==> config.mk <==
export PLATFORM = sky130hd
export DESIGN_NAME = dmar_channel
export DESIGN_NICKNAME = d
export VERILOG_FILES = /design/src/rtl/dmar_pkg.sv /design/src/rtl/dmar_channel.sv
export VERILOG_INCLUDE_DIRS = /design/src /design/src/rtl
export SDC_FILE = /design/constraint.sdc
export NUM_CORES = 2
export LEC_CHECK = 0
export BUFFER_PORTS_ARGS = -buffer_cell sky130_fd_sc_hd__buf_4
export CELL_PAD_IN_SITES_DETAIL_PLACEMENT = 1
export CELL_PAD_IN_SITES_GLOBAL_PLACEMENT = 1
export CORE_MARGIN = 1
export CORE_UTILIZATION = 30
export DETAILED_ROUTE_END_ITERATION = 8
export GPL_TIMING_DRIVEN = 0
export PLACE_DENSITY = 0.62
export REMOVE_ABC_BUFFERS = 1
export SYNTH_ARGS = -nofsm -noshare
export SYNTH_HDL_FRONTEND = slang
export SYNTH_SLANG_ARGS = --single-unit
==> constraint.sdc <==
create_clock -name clk_i -period 3.3 [get_ports clk_i]
set_input_delay 0.66 -clock clk_i [delete_from_list [all_inputs] [get_ports clk_i]]
set_output_delay 0.66 -clock clk_i [all_outputs]
set_load 0.1 [all_outputs]
==> src/rtl/dmar_cfg.svh <==
// Purpose: Offsets, field positions and reset values of the reload DMA channel.
// Assumes: AXI4-Lite register window with one 32-bit word per register.
// Notes:   Definitions only.
`ifndef DMAR_CFG_SVH
`define DMAR_CFG_SVH
`define DMAR_OFF_SRC     8'h00
`define DMAR_OFF_DST     8'h04
`define DMAR_OFF_CNT     8'h08
`define DMAR_OFF_CTRL    8'h0C
`define DMAR_OFF_STAT    8'h10
`define DMAR_CTRL_EN     0
`define DMAR_CTRL_RLD    1
`define DMAR_CTRL_IE     2
`define DMAR_CTRL_BURST  3
`define DMAR_CTRL_SINC   4
`define DMAR_CTRL_DINC   5
`define DMAR_CTRL_SZ_LO  6
`define DMAR_STAT_TE     0
`define DMAR_STAT_BUSY   1
`define DMAR_STAT_GRP_LO 2
`define DMAR_RST_WORD    32'h0000_0000
`define DMAR_RST_CTRL    8'h00
`define DMAR_GRP_LAST    2'h3
`define DMAR_FIFO_DEPTH  32
`define DMAR_RESP_OKAY   2'h0
`define DMAR_RESP_SLVERR 2'h2
`endif

==> src/rtl/dmar_pkg.sv <==
// Purpose: Types shared by the reload DMA channel.
// Assumes: Constants live in dmar_cfg.svh.
// Notes:   None.
package dmar_pkg;
  typedef enum logic [2:0] {ST_IDLE, ST_GRANT, ST_RD, ST_WR} dmar_state_e;
  typedef logic [31:0] dmar_word_t;
  typedef logic [1:0]  dmar_size_t;
endpackage

==> src/rtl/dmar_channel.sv <==
// Purpose: One DMA channel with address reload, AXI4-Lite registers and a data FIFO.
// Assumes: Requester, arbiter and memory port run on clk_i.
// Notes:   Reload groups are four transfers; the count should be a multiple of four.
// Functional notes
// RQ1: Reload restores source pointer every four transfers.
// RQ2: Without reload source pointer keeps advancing.
// RQ3: Reload group end halts channel, drops bus request.
// RQ4: Burst mode keeps bus between transfers.
// RQ5: Destination pointer always advances as programmed.
// RQ6: Count decrements every transfer regardless of reload.
// RQ7: End interrupt only at count zero with enable.
// RQ8: Request flag cleared at reload halt and end.
// RQ9: Peripheral re-requests before next group of four.
// RQ10: Software should choose burst mode with reload.
// RQ11: Software should program count multiple of four.
// RQ12: Byte incrementing source advances by one.
// RQ13: Count zero sets end flag, interrupts if enabled.
// RQ14: Source captured into shadow when channel enabled.
//
// The register offsets and register access over AXI4-Lite were decided locally.
`timescale 1ns/1ps
`include "dmar_cfg.svh"

module dmar_fifo #(
  parameter int WIDTH = 32,
  parameter int DEPTH = 32
) (
  input  wire logic             clk_i,
  input  wire logic             reset_n_i,
  input  wire logic             in_valid_i,
  output logic                  in_ready_o,
  input  wire logic [WIDTH-1:0] in_data_i,
  output logic                  out_valid_o,
  input  wire logic             out_ready_i,
  output logic [WIDTH-1:0]      out_data_o
);
  localparam int AW = $clog2(DEPTH);
  logic [WIDTH-1:0] mem [DEPTH];
  typedef struct packed {
    logic [AW-1:0] wp;
    logic [AW-1:0] rp;
    logic [AW:0]   lvl;
  } dmar_fifo_s;
  dmar_fifo_s s_q, s_d;
  logic push, pop;

  assign in_ready_o  = s_q.lvl != (AW+1)'(DEPTH);
  assign out_valid_o = s_q.lvl != '0;
  assign out_data_o  = mem[s_q.rp];
  assign push        = in_valid_i && in_ready_o;
  assign pop         = out_ready_i && out_valid_o;

  always_comb begin
    s_d = s_q;
    if (push) s_d.wp = s_q.wp + 1'b1;
    if (pop) s_d.rp = s_q.rp + 1'b1;
    s_d.lvl = s_q.lvl + (AW+1)'(push) - (AW+1)'(pop);
  end

  always_ff @(posedge clk_i or negedge reset_n_i) begin
    if (!reset_n_i) s_q <= '0;
    else s_q <= s_d;
  end

  // Storage has no reset so it maps to plain RAM.
  always_ff @(posedge clk_i) begin
    if (push) mem[s_q.wp] <= in_data_i;
  end
endmodule

module dmar_channel (
  input  wire logic               clk_i,
  input  wire logic               reset_n_i,
  input  wire logic [7:0]         s_axi_awaddr_i,
  input  wire logic               s_axi_awvalid_i,
  output logic                    s_axi_awready_o,
  input  wire dmar_pkg::dmar_word_t s_axi_wdata_i,
  input  wire logic [3:0]         s_axi_wstrb_i,
  input  wire logic               s_axi_wvalid_i,
  output logic                    s_axi_wready_o,
  output logic [1:0]              s_axi_bresp_o,
  output logic                    s_axi_bvalid_o,
  input  wire logic               s_axi_bready_i,
  input  wire logic [7:0]         s_axi_araddr_i,
  input  wire logic               s_axi_arvalid_i,
  output logic                    s_axi_arready_o,
  output dmar_pkg::dmar_word_t    s_axi_rdata_o,
  output logic [1:0]              s_axi_rresp_o,
  output logic                    s_axi_rvalid_o,
  input  wire logic               s_axi_rready_i,
  input  wire logic               xfer_req_i,
  output logic                    req_flag_clr_o,
  output logic                    bus_req_o,
  input  wire logic               bus_grant_i,
  output logic                    mem_req_o,
  output logic                    mem_we_o,
  output dmar_pkg::dmar_word_t    mem_addr_o,
  output dmar_pkg::dmar_size_t    mem_size_o,
  output dmar_pkg::dmar_word_t    mem_wdata_o,
  input  wire logic               mem_ack_i,
  input  wire dmar_pkg::dmar_word_t mem_rdata_i,
  output logic                    end_irq_o
);
  import dmar_pkg::*;

  typedef struct packed {
    dmar_state_e st;
    dmar_word_t  src;
    dmar_word_t  dst;
    dmar_word_t  cnt;
    dmar_word_t  shadow;
    logic [7:0]  ctrl;
    logic        te;
    logic [1:0]  grp;
    logic        bus_req;
    logic        mem_req;
    logic        mem_we;
    dmar_word_t  mem_addr;
    dmar_word_t  mem_wdata;
    logic        flag_clr;
    logic        irq;
    logic        aw_full;
    logic [7:0]  awaddr;
    logic        w_full;
    dmar_word_t  wdata;
    logic [3:0]  wstrb;
    logic        awready;
    logic        wready;
    logic        bvalid;
    logic [1:0]  bresp;
    logic        arready;
    logic        rvalid;
    dmar_word_t  rdata;
    logic [1:0]  rresp;
  } dmar_state_s;

  dmar_state_s s_q, s_d;
  logic        fifo_in_valid, fifo_in_ready, fifo_out_valid, fifo_out_ready;
  dmar_word_t  fifo_out_data;
  logic        xfer_done, last_xfer, group_halt;
  dmar_word_t  step;

  function automatic dmar_word_t merge(dmar_word_t old, dmar_word_t nw, logic [3:0] be);
    dmar_word_t r;
    r = old;
    for (int i = 0; i < 4; i++) if (be[i]) r[8*i +: 8] = nw[8*i +: 8];
    return r;
  endfunction

  dmar_fifo #(.WIDTH(32), .DEPTH(`DMAR_FIFO_DEPTH)) u_fifo (
    .clk_i       (clk_i),
    .reset_n_i   (reset_n_i),
    .in_valid_i  (fifo_in_valid),
    .in_ready_o  (fifo_in_ready),
    .in_data_i   (mem_rdata_i),
    .out_valid_o (fifo_out_valid),
    .out_ready_i (fifo_out_ready),
    .out_data_o  (fifo_out_data)
  );

  assign step       = 32'h1 << s_q.ctrl[`DMAR_CTRL_SZ_LO +: 2]; // [RQ12]
  assign xfer_done  = s_q.st == ST_WR && s_q.mem_req && mem_ack_i;
  assign last_xfer  = s_q.cnt == 32'h1;
  // The last group reloads as well, so with a count that is a multiple of four the source ends on its start value.
  assign group_halt = xfer_done && s_q.ctrl[`DMAR_CTRL_RLD]
                      && s_q.grp == `DMAR_GRP_LAST;
  // The read is only launched with room in the FIFO, so its ack always lands.
  assign fifo_in_valid  = s_q.st == ST_RD && s_q.mem_req && mem_ack_i;
  assign fifo_out_ready = s_q.st == ST_WR && !s_q.mem_req;

  always_comb begin
    logic do_wr;
    do_wr = 1'b0;
    s_d = s_q;
    s_d.flag_clr = 1'b0;
    // Register writes: address and data may arrive in either order.
    if (s_axi_awvalid_i && s_q.awready) begin
      s_d.aw_full = 1'b1;
      s_d.awaddr  = s_axi_awaddr_i;
    end
    if (s_axi_wvalid_i && s_q.wready) begin
      s_d.w_full = 1'b1;
      s_d.wdata  = s_axi_wdata_i;
      s_d.wstrb  = s_axi_wstrb_i;
    end
    if (s_q.bvalid && s_axi_bready_i) s_d.bvalid = 1'b0;
    if (s_q.aw_full && s_q.w_full && !s_q.bvalid) begin
      do_wr      = 1'b1;
      s_d.aw_full = 1'b0;
      s_d.w_full  = 1'b0;
      s_d.bvalid  = 1'b1;
      s_d.bresp   = `DMAR_RESP_OKAY;
      case (s_q.awaddr)
        `DMAR_OFF_SRC: s_d.src = merge(s_q.src, s_q.wdata, s_q.wstrb);
        `DMAR_OFF_DST: s_d.dst = merge(s_q.dst, s_q.wdata, s_q.wstrb);
        `DMAR_OFF_CNT: s_d.cnt = merge(s_q.cnt, s_q.wdata, s_q.wstrb);
        `DMAR_OFF_CTRL: begin
          if (s_q.wstrb[0]) s_d.ctrl = s_q.wdata[7:0];
          if (s_q.wstrb[0] && s_q.wdata[`DMAR_CTRL_EN] && !s_q.ctrl[`DMAR_CTRL_EN]) begin
            s_d.shadow = s_q.src; // [RQ14]
          end
        end
        `DMAR_OFF_STAT: begin
          if (s_q.wstrb[0] && s_q.wdata[`DMAR_STAT_TE]) s_d.te = 1'b0;
        end
        default: s_d.bresp = `DMAR_RESP_SLVERR;
      endcase
    end
    // Register reads answer one cycle after the address is taken.
    if (s_q.rvalid && s_axi_rready_i) s_d.rvalid = 1'b0;
    if (s_axi_arvalid_i && s_q.arready) begin
      s_d.rvalid = 1'b1;
      s_d.rresp  = `DMAR_RESP_OKAY;
      case (s_axi_araddr_i)
        `DMAR_OFF_SRC:  s_d.rdata = s_q.src;
        `DMAR_OFF_DST:  s_d.rdata = s_q.dst;
        `DMAR_OFF_CNT:  s_d.rdata = s_q.cnt;
        `DMAR_OFF_CTRL: s_d.rdata = {24'h000000, s_q.ctrl};
        `DMAR_OFF_STAT: s_d.rdata = {28'h0000000, s_q.grp, s_q.st != ST_IDLE, s_q.te};
        default: begin
          s_d.rdata = 32'h0000_0000;
          s_d.rresp = `DMAR_RESP_SLVERR;
        end
      endcase
    end
    // Transfer engine.
    case (s_q.st)
      ST_IDLE: begin
        // The peripheral's flag falls only after it sees the clear pulse, so a
        // request seen alongside the pulse is stale and must not start a group.
        if (s_q.ctrl[`DMAR_CTRL_EN] && s_q.cnt != 32'h0 && xfer_req_i && !do_wr
            && !s_q.flag_clr) begin
          s_d.bus_req = 1'b1;
          s_d.st      = ST_GRANT;
        end
      end
      ST_GRANT: begin
        if (bus_grant_i) s_d.st = ST_RD;
      end
      ST_RD: begin
        if (!s_q.mem_req && fifo_in_ready) begin
          s_d.mem_req  = 1'b1;
          s_d.mem_we   = 1'b0;
          s_d.mem_addr = s_q.src;
        end else if (s_q.mem_req && mem_ack_i) begin
          s_d.mem_req = 1'b0;
          s_d.st      = ST_WR;
        end
      end
      ST_WR: begin
        if (!s_q.mem_req && fifo_out_valid) begin
          s_d.mem_req   = 1'b1;
          s_d.mem_we    = 1'b1;
          s_d.mem_addr  = s_q.dst;
          s_d.mem_wdata = fifo_out_data;
        end else if (xfer_done) begin
          s_d.mem_req = 1'b0;
          s_d.mem_we  = 1'b0;
          s_d.cnt     = s_q.cnt - 32'h1; // [RQ6]
          s_d.grp     = s_q.grp + 2'h1;
          if (s_q.ctrl[`DMAR_CTRL_DINC]) s_d.dst = s_q.dst + step; // [RQ5]
          if (group_halt) s_d.src = s_q.shadow; // [RQ1]
          else if (s_q.ctrl[`DMAR_CTRL_SINC]) s_d.src = s_q.src + step; // [RQ2] [RQ12]
          if (last_xfer) begin
            s_d.te = 1'b1; // [RQ13]
            s_d.ctrl[`DMAR_CTRL_EN] = 1'b0;
            s_d.grp = 2'h0;
          end
          if (last_xfer || group_halt) begin
            s_d.flag_clr = 1'b1; // [RQ8]
            s_d.bus_req  = 1'b0; // [RQ3]
            s_d.st       = ST_IDLE;
          end else if (s_q.ctrl[`DMAR_CTRL_BURST] || s_q.ctrl[`DMAR_CTRL_RLD]) begin
            s_d.st = ST_RD; // [RQ4]
          end else begin
            s_d.bus_req = 1'b0;
            s_d.st      = ST_IDLE;
          end
        end
      end
      default: s_d.st = ST_IDLE;
    endcase
    // Software clearing the enable drops a request still waiting in ST_GRANT without setting the end flag; ST_RD and ST_WR run on.
    if (!s_d.ctrl[`DMAR_CTRL_EN] && s_q.st == ST_GRANT) begin
      s_d.bus_req = 1'b0;
      s_d.st      = ST_IDLE;
    end
    s_d.irq     = s_d.te && s_d.ctrl[`DMAR_CTRL_IE]; // [RQ7]
    s_d.awready = !s_d.aw_full;
    s_d.wready  = !s_d.w_full;
    s_d.arready = !s_d.rvalid;
  end

  always_ff @(posedge clk_i or negedge reset_n_i) begin
    if (!reset_n_i) begin
      s_q         <= '0;
      s_q.st      <= ST_IDLE;
      s_q.ctrl    <= `DMAR_RST_CTRL;
      s_q.src     <= `DMAR_RST_WORD;
      s_q.dst     <= `DMAR_RST_WORD;
      s_q.cnt     <= `DMAR_RST_WORD;
    end else begin
      s_q <= s_d;
    end
  end

  assign s_axi_awready_o = s_q.awready;
  assign s_axi_wready_o  = s_q.wready;
  assign s_axi_bvalid_o  = s_q.bvalid;
  assign s_axi_bresp_o   = s_q.bresp;
  assign s_axi_arready_o = s_q.arready;
  assign s_axi_rvalid_o  = s_q.rvalid;
  assign s_axi_rdata_o   = s_q.rdata;
  assign s_axi_rresp_o   = s_q.rresp;
  assign req_flag_clr_o  = s_q.flag_clr;
  assign bus_req_o       = s_q.bus_req;
  assign mem_req_o       = s_q.mem_req;
  assign mem_we_o        = s_q.mem_we;
  assign mem_addr_o      = s_q.mem_addr;
  assign mem_size_o      = s_q.ctrl[`DMAR_CTRL_SZ_LO +: 2];
  assign mem_wdata_o     = s_q.mem_wdata;
  assign end_irq_o       = s_q.irq;
endmodule

======== After elaboration in Yosys (flattened, before gate mapping) ========
Memories as Yosys holds them, arrays and structs flattened.
Index checks and enable logic that the tools add are counted.
word-level totals
  bits in registers ....................... 314
  latch bits .............................. 0
  RAM bits ................................ 1024
  memory bits (read-only) ................. 0
  bits of input ports ..................... 94
  word-level logic and storage cells ...... 194
  memories kept ........................... 1
memory list
  name        depth  bits a word  rd ports  clocked after memory_dff  write ports  line                text
  u_fifo.mem  32     32           1         0                         1            dmar_channel.sv:38  logic [WIDTH-1:0] mem [DEPTH];
operators by class
  $add $sub $neg .......................... 8
  multipliers ............................. 0
  divide/modulo/power cells ............... 0
  order comparisons ....................... 0
  eq/ne operators ......................... 25
  shift operators ......................... 1
  mux-type cells .......................... 68
  bitwise gates (word level) .............. 1
  reduce and logical (&&, ||, !) cells .... 58
operators with widths
  operator                                                              count
  32-bit 2-to-1 mux                                                     7
  99-bit 2-to-1 mux                                                     2
  32-bit one-hot mux with 5 select lines                                1
  137-bit 2-to-1 mux                                                    1
  8-bit 2-to-1 mux                                                      13
  96-bit 2-to-1 mux                                                     1
  34-bit one-hot mux with 2 select lines                                1
  32-bit adder                                                          2
  64-bit 2-to-1 mux                                                     1
  40-bit 2-to-1 mux                                                     1
  37-bit 2-to-1 mux                                                     1
  35-bit 2-to-1 mux                                                     1
  33-bit 2-to-1 mux                                                     1
  32-bit by 1-bit == test with 1-bit output, second input constant      1
  8-bit by 4-bit == test with 1-bit output, second input constant       4
  32-bit nonzero test                                                   1
  1-bit by 2-bit left shift with 32-bit output, first input constant    1
  32-bit by 1-bit subtractor with 32-bit output, second input constant  1
  1-bit logical AND                                                     27
  3-bit 2-to-1 mux                                                      7
  1-bit 2-to-1 mux                                                      19
  3-bit AND reduction                                                   6
  8-bit by 3-bit == test with 1-bit output, second input constant       2
  8-bit by 5-bit == test with 1-bit output, second input constant       2
  other kinds (32)                                                      57

======== Depth between registers and ports, before layout ========
  word-level depth ........................ 14
  gate-level depth with buffers ........... 16

======== By module ========
From an unflattened synthesis, not the netlist that was laid out.
unflattened totals
  cell total of the unflattened synthesis .. 3400
  area total of the unflattened synthesis .. 55600.8 µm²
by module, submodules not included
  module        times used  cells each  area an instance (µm²)  sequential area each (µm²)
  dmar_fifo     1           1804        39669.3                 31149.9
  dmar_channel  1           1596        15931.5                 7382.1

======== Least setup slack after synthesis ========
No wires, ideal clock.
  kind .................................... flip-flop to flip-flop
  from .................................... reg s_q, in the netlist mem_req_o
  to ...................................... mem u_fifo.mem[31][0], enable pin
  arrival time ............................ 3542 ps
  path slack .............................. -664 ps
  stages on the path, launching flop included .. 7
  path buffers ............................ 2
  period minus slack after synthesis ...... 3964 ps
  cell sequence ........................... dfrtp_1 -> buf_2 -> nand2_1 -> nor4_2 -> nand2_1 -> clkbuf_1 -> nor2_1
on the way
  word-level cells in the longest chain between the ends .. 5
RTL lines
  what                                    line                 text
  from (decl)                             dmar_channel.sv:137  dmar_state_s s_q, s_d;
  1-bit logical AND (2 in series)         dmar_channel.sv:168  assign fifo_in_valid = s_q.st == ST_RD && s_q.mem_req && mem_ack_i;
  1-bit logical AND                       dmar_channel.sv:50   assign push = in_valid_i && in_ready_o;
  1-bit 2-to-1 mux                        dmar_channel.sv:67   if (push) mem[s_q.wp] <= in_data_i;
  1-bit 2-to-1 mux (not written as such)  dmar_channel.sv:67
  to (decl)                               dmar_channel.sv:38
Every way passes these cells.

==> run summary <==
The flow ran to the end, and the final reports show no timing, DRC or antenna violations. The final net count came out at 3,670. The overall power after layout came out at 0.0561 W. The source of the worst register-to-register timing path is s_q[83]. The netlist area before placement is 55,600 um^2.

The region available for standard cell placement spans 183,000 um^2. Grouping stages by cell kind, the critical path spends the most delay in simple AND/OR/NAND/NOR gates. At the worst endpoint, the required time is 4.01 ns. The area overhead of the layout relative to synthesis came out at 19.7%. The average wire per cell in the routed design is 25.9 um. The number of buffers created by CTS is 141. The highest clock frequency the design can meet came out at 0.309 GHz. The synthesis warning total is 0.

The critical path goes through nor4_1 -> nand4_1 -> nor3_1 -> nor2_1 -> mux2_2 -> a21oi_1. The number of vias per cell after detailed routing is 5.14. The post-synthesis sequential element count is 1,335. The worst-case setup slack after placement is -1.31 ns.

The element type at the critical path end is a flip-flop. The insertion delay of the later-clocked pin in the worst-skew pair is 0.80 ns. Leaving out fill and tap cells, the most frequent cells in the layout are edfxtp_1 (1,024), dfrtp_1 (307), mux4_2 (261), buf_4 (252), a21oi_1 (181). The detailed router placed 31,546 vias in this run. From left edge to right edge, the die measures 432 um. Setup violations remaining at the end of the flow were counted as 0. The unique cell type count in the Yosys netlist is 88. The clock-pin transition on the worst setup and hold timing paths came out at 0.06 ns. At the worst endpoint, the arrival time is 3.94 ns.

After detailed routing, the number of remaining DRC violations is 0. TritonCTS built the clock tree. The count of nets left with antenna violations after detail routing came out at 0. The synthesized area divided by synthesized cell count came out at 16.6 um^2. Cells with a size suffix above 1 make up 27.9% of the layout. The count of pins over their slew limit is 0. The total die area is 187,000 um^2. After detailed routing, the total wire length is 159,000 um. The tool flagged a number of max-cap violations equal to 0. The cell count after synthesis is 3,351. The placer congestion estimate came out at 0.795. In this run the tightest slew margin relative to its limit is 14.6%.

The H-tree depth is 4. The cell count of the worst reg-to-reg path came out at 6. CTS saw 1,335 sinks.

In this design, the stage delay of the slowest critical-path cell is 1.01 ns. Once placement completed, the tool counted placed cells totaling 5,814. The clock tree skew after final layout came out at 0.0354 ns. After filler insertion, the fill cell instance count of the layout stands at 18,615.

The destination of the worst hold path is s_q[54]. The die height came out at 432 um. The endpoint of the lowest-slack register-to-register path is s_q[261]. The finished layout holds 6,133 standard cells, fillers aside. The post-DP HPWL is 101,000 um. The global-route total usage across every layer came out at 16.7%. The cell depth of the worst min-delay path came out at 3. The shortest clock period the worst path allows after layout came out at 3.24 ns. The critical path is of the flip-flop to flip-flop type. The path class of the tightest hold or removal check is primary input to flip-flop. The initial antenna violation count is 9.

The overflow left after global routing is 0. The count of pins on the block boundary came out at 206. The final number of hold-violating endpoints is 0. On the critical path, the stage with the largest delay is an instance of nor3_1. For this run, the leading register cell type out of synthesis is edfxtp_1.

The static power due to leakage came out at 23.0 nW. The transition at the pin with the smallest max-transition slack came out at 1.27 ns. The worst IR drop on VDD came out at 0.602 mV. The total iterations of the first detailed-routing run came out at 7. The via count of the first global-routing pass came out at 32,805. The number of design-rule violations left by the first detailed-router iteration is 3,024.

The largest driver fanout on the critical path is 8. The total power per unit cell area came out at 843 nW/um^2. The root buffer cell chosen for the clock tree is clkbuf_16.

The clock tree buffer depth came out at 3. The sequential area share after synthesis is 69.3%. Row generation in the floorplan step produced 157 rows.

In this run, synthesis inferred 1,024 flip-flops with an integrated enable. The largest net degree at the start of global routing is 109. The first-pass GRT wire length is 229,000 um.

The initial core utilization is 30.3%. The startpoint identified for the worst hold timing path is s_axi_wdata_i[9]. The count of buffering cells on the critical path with inverters included is 0. In the post-route analysis, the smallest setup slack over all paths is 0.0640 ns. Setup repair after global routing left no endpoint under its margin. The period utilization is 98.1%. The number of input and output port buffers inserted is 203. The reg-to-reg setup timing slack is 0.06 ns.

STA classifies the critical path startpoint as a flip-flop. The share of synthesized registers carrying an async set or reset is 23.3%. The final cell utilization of the core is 36.3%. The most common cell after layout, fill and taps aside is edfxtp_1.
[stage by stage]
step | cell area, um^2 | TNS, ns | hold slack [ns]
2_1_floorplan | 53900 | -993.33 | 0.364
3_3_place_gp | 58500 | -4906.42 | 0.467
3_5_place_dp | 61100 | -1006.90 | 0.470
4_1_cts | 66400 | 0 | 0.0431
5_1_grt | 66500 | 0 | 0.0735
6_report | 66500 | 0 | 0.101
[kinds of logic after synthesis]
group,after synthesis,share of synthesized area [%]
compound gates,599,7.19
buf+inv,373,3.47
other cells,1,0.00675
flops,1335,69.3
mux,401,13.5
xor+xnor,47,0.741
fa+ha+maj,25,0.576
simple gates,570,5.16
[worst reg2reg max path, cell delays in order, from the launching register on]
cell	delay [ns]
dfrtp_1	0.40
nor4_1	0.74
nand4_1	0.52
nor3_1	1.01
nor2_1	0.08
mux2_2	0.30
a21oi_1	0.12
[routing by layer]
layer,vias to the layer above,share of wire (%),track usage [%]
met5,-,0.023,0
met4,6,3.0,5.83
met3,223,6.1,3.06
met2,1010,47,26.9
met1,16714,44,22.7
li1,13593,-,-
[what timing repair did]
action / CTS / global route
setup endpoints to repair: 1062 / 53
gates resized for setup: 7 / 9
hold buffers: 2 / 0
endpoints found under the hold margin: 41 / 0
gates cloned: 2 / 2
buffers inserted: 46 / 6
pin swaps: 32 / 3
[where the power goes]
part / leakage [nW] / internal, W / total [W] / switching [W]
Clock: 2.28 / 0.00934 / 0.0163 / 0.00697
Sequential: 13.1 / 0.0195 / 0.0217 / 0.00217
Combinational: 7.63 / 0.00686 / 0.0181 / 0.0112
Total: 23.0 / 0.0357 / 0.0561 / 0.0204
[state kept, by name (all words and copies together) (netlist names), 2 cells and up]
signal,count
mem_addr_o,32
u_fifo.mem,1024
u_fifo.s_q,16
mem_wdata_o,32
s_q,185
mem_size_o,2
s_axi_rdata_o,32
[cells in the mapped netlist (all sizes together), types with 7 or more instances]
master | count | share of area, %
nor2 | 178 | 1.2
o211ai | 14 | 0.19
inv | 73 | 0.49
nor2b | 11 | 0.12
xnor2 | 14 | 0.22
a221o | 7 | 0.13
nand4 | 22 | 0.27
nor4 | 16 | 0.35
xor2 | 33 | 0.52
o221a | 10 | 0.20
nand3 | 43 | 0.40
o21ai | 80 | 0.72
clkbuf | 139 | 0.99
a21oi | 183 | 1.6
mux2i | 44 | 0.79
nand2 | 172 | 1.2
nor3 | 28 | 0.30
nor3b | 7 | 0.12
a211oi | 14 | 0.19
a31oi | 9 | 0.10
dfrtp | 311 | 14
or3 | 12 | 0.14
ha | 24 | 0.54
buf | 160 | 2.0
a22oi | 137 | 1.9
and3 | 22 | 0.25
mux2 | 96 | 2.1
mux4 | 261 | 11
o31ai | 29 | 0.39
edfxtp | 1024 | 55
and4 | 9 | 0.14
o22ai | 26 | 0.29
a222oi | 35 | 0.63
o2111ai | 11 | 0.17
and2 | 15 | 0.17
[final cells by class]
class | instances | area, um^2 | area share [%]
Inverter | 73 | 274 | 0.412
Antenna cell | 5 | 12.5 | 0.0188
Timing Repair Buffer | 354 | 4360 | 6.55
Multi-Input combinational cell | 1646 | 15500 | 23.3
Clock inverter | 75 | 917 | 1.38
Sequential cell | 1335 | 38500 | 57.9
Tap cell | 2464 | 3080 | 4.63
Clock buffer | 181 | 3830 | 5.76
[worst max-delay path by stage]
stage	startpoint	end	slack, ns	cells after the start
global placement	u_fifo.s_q[6]	mem_wdata_o[20]	-13.35	5
floorplan	u_fifo.s_q[6]	mem_wdata_o[0]	-7.88	5
global route	s_q[83]	s_q[261]	0.02	6
CTS	u_fifo.s_q[6]	mem_wdata_o[24]	0.05	9
detailed placement	mem_ack_i	u_fifo.mem[7][23]	-1.31	6
finish	s_q[83]	s_q[261]	0.06	6
(Power assumes the default switching activity.)
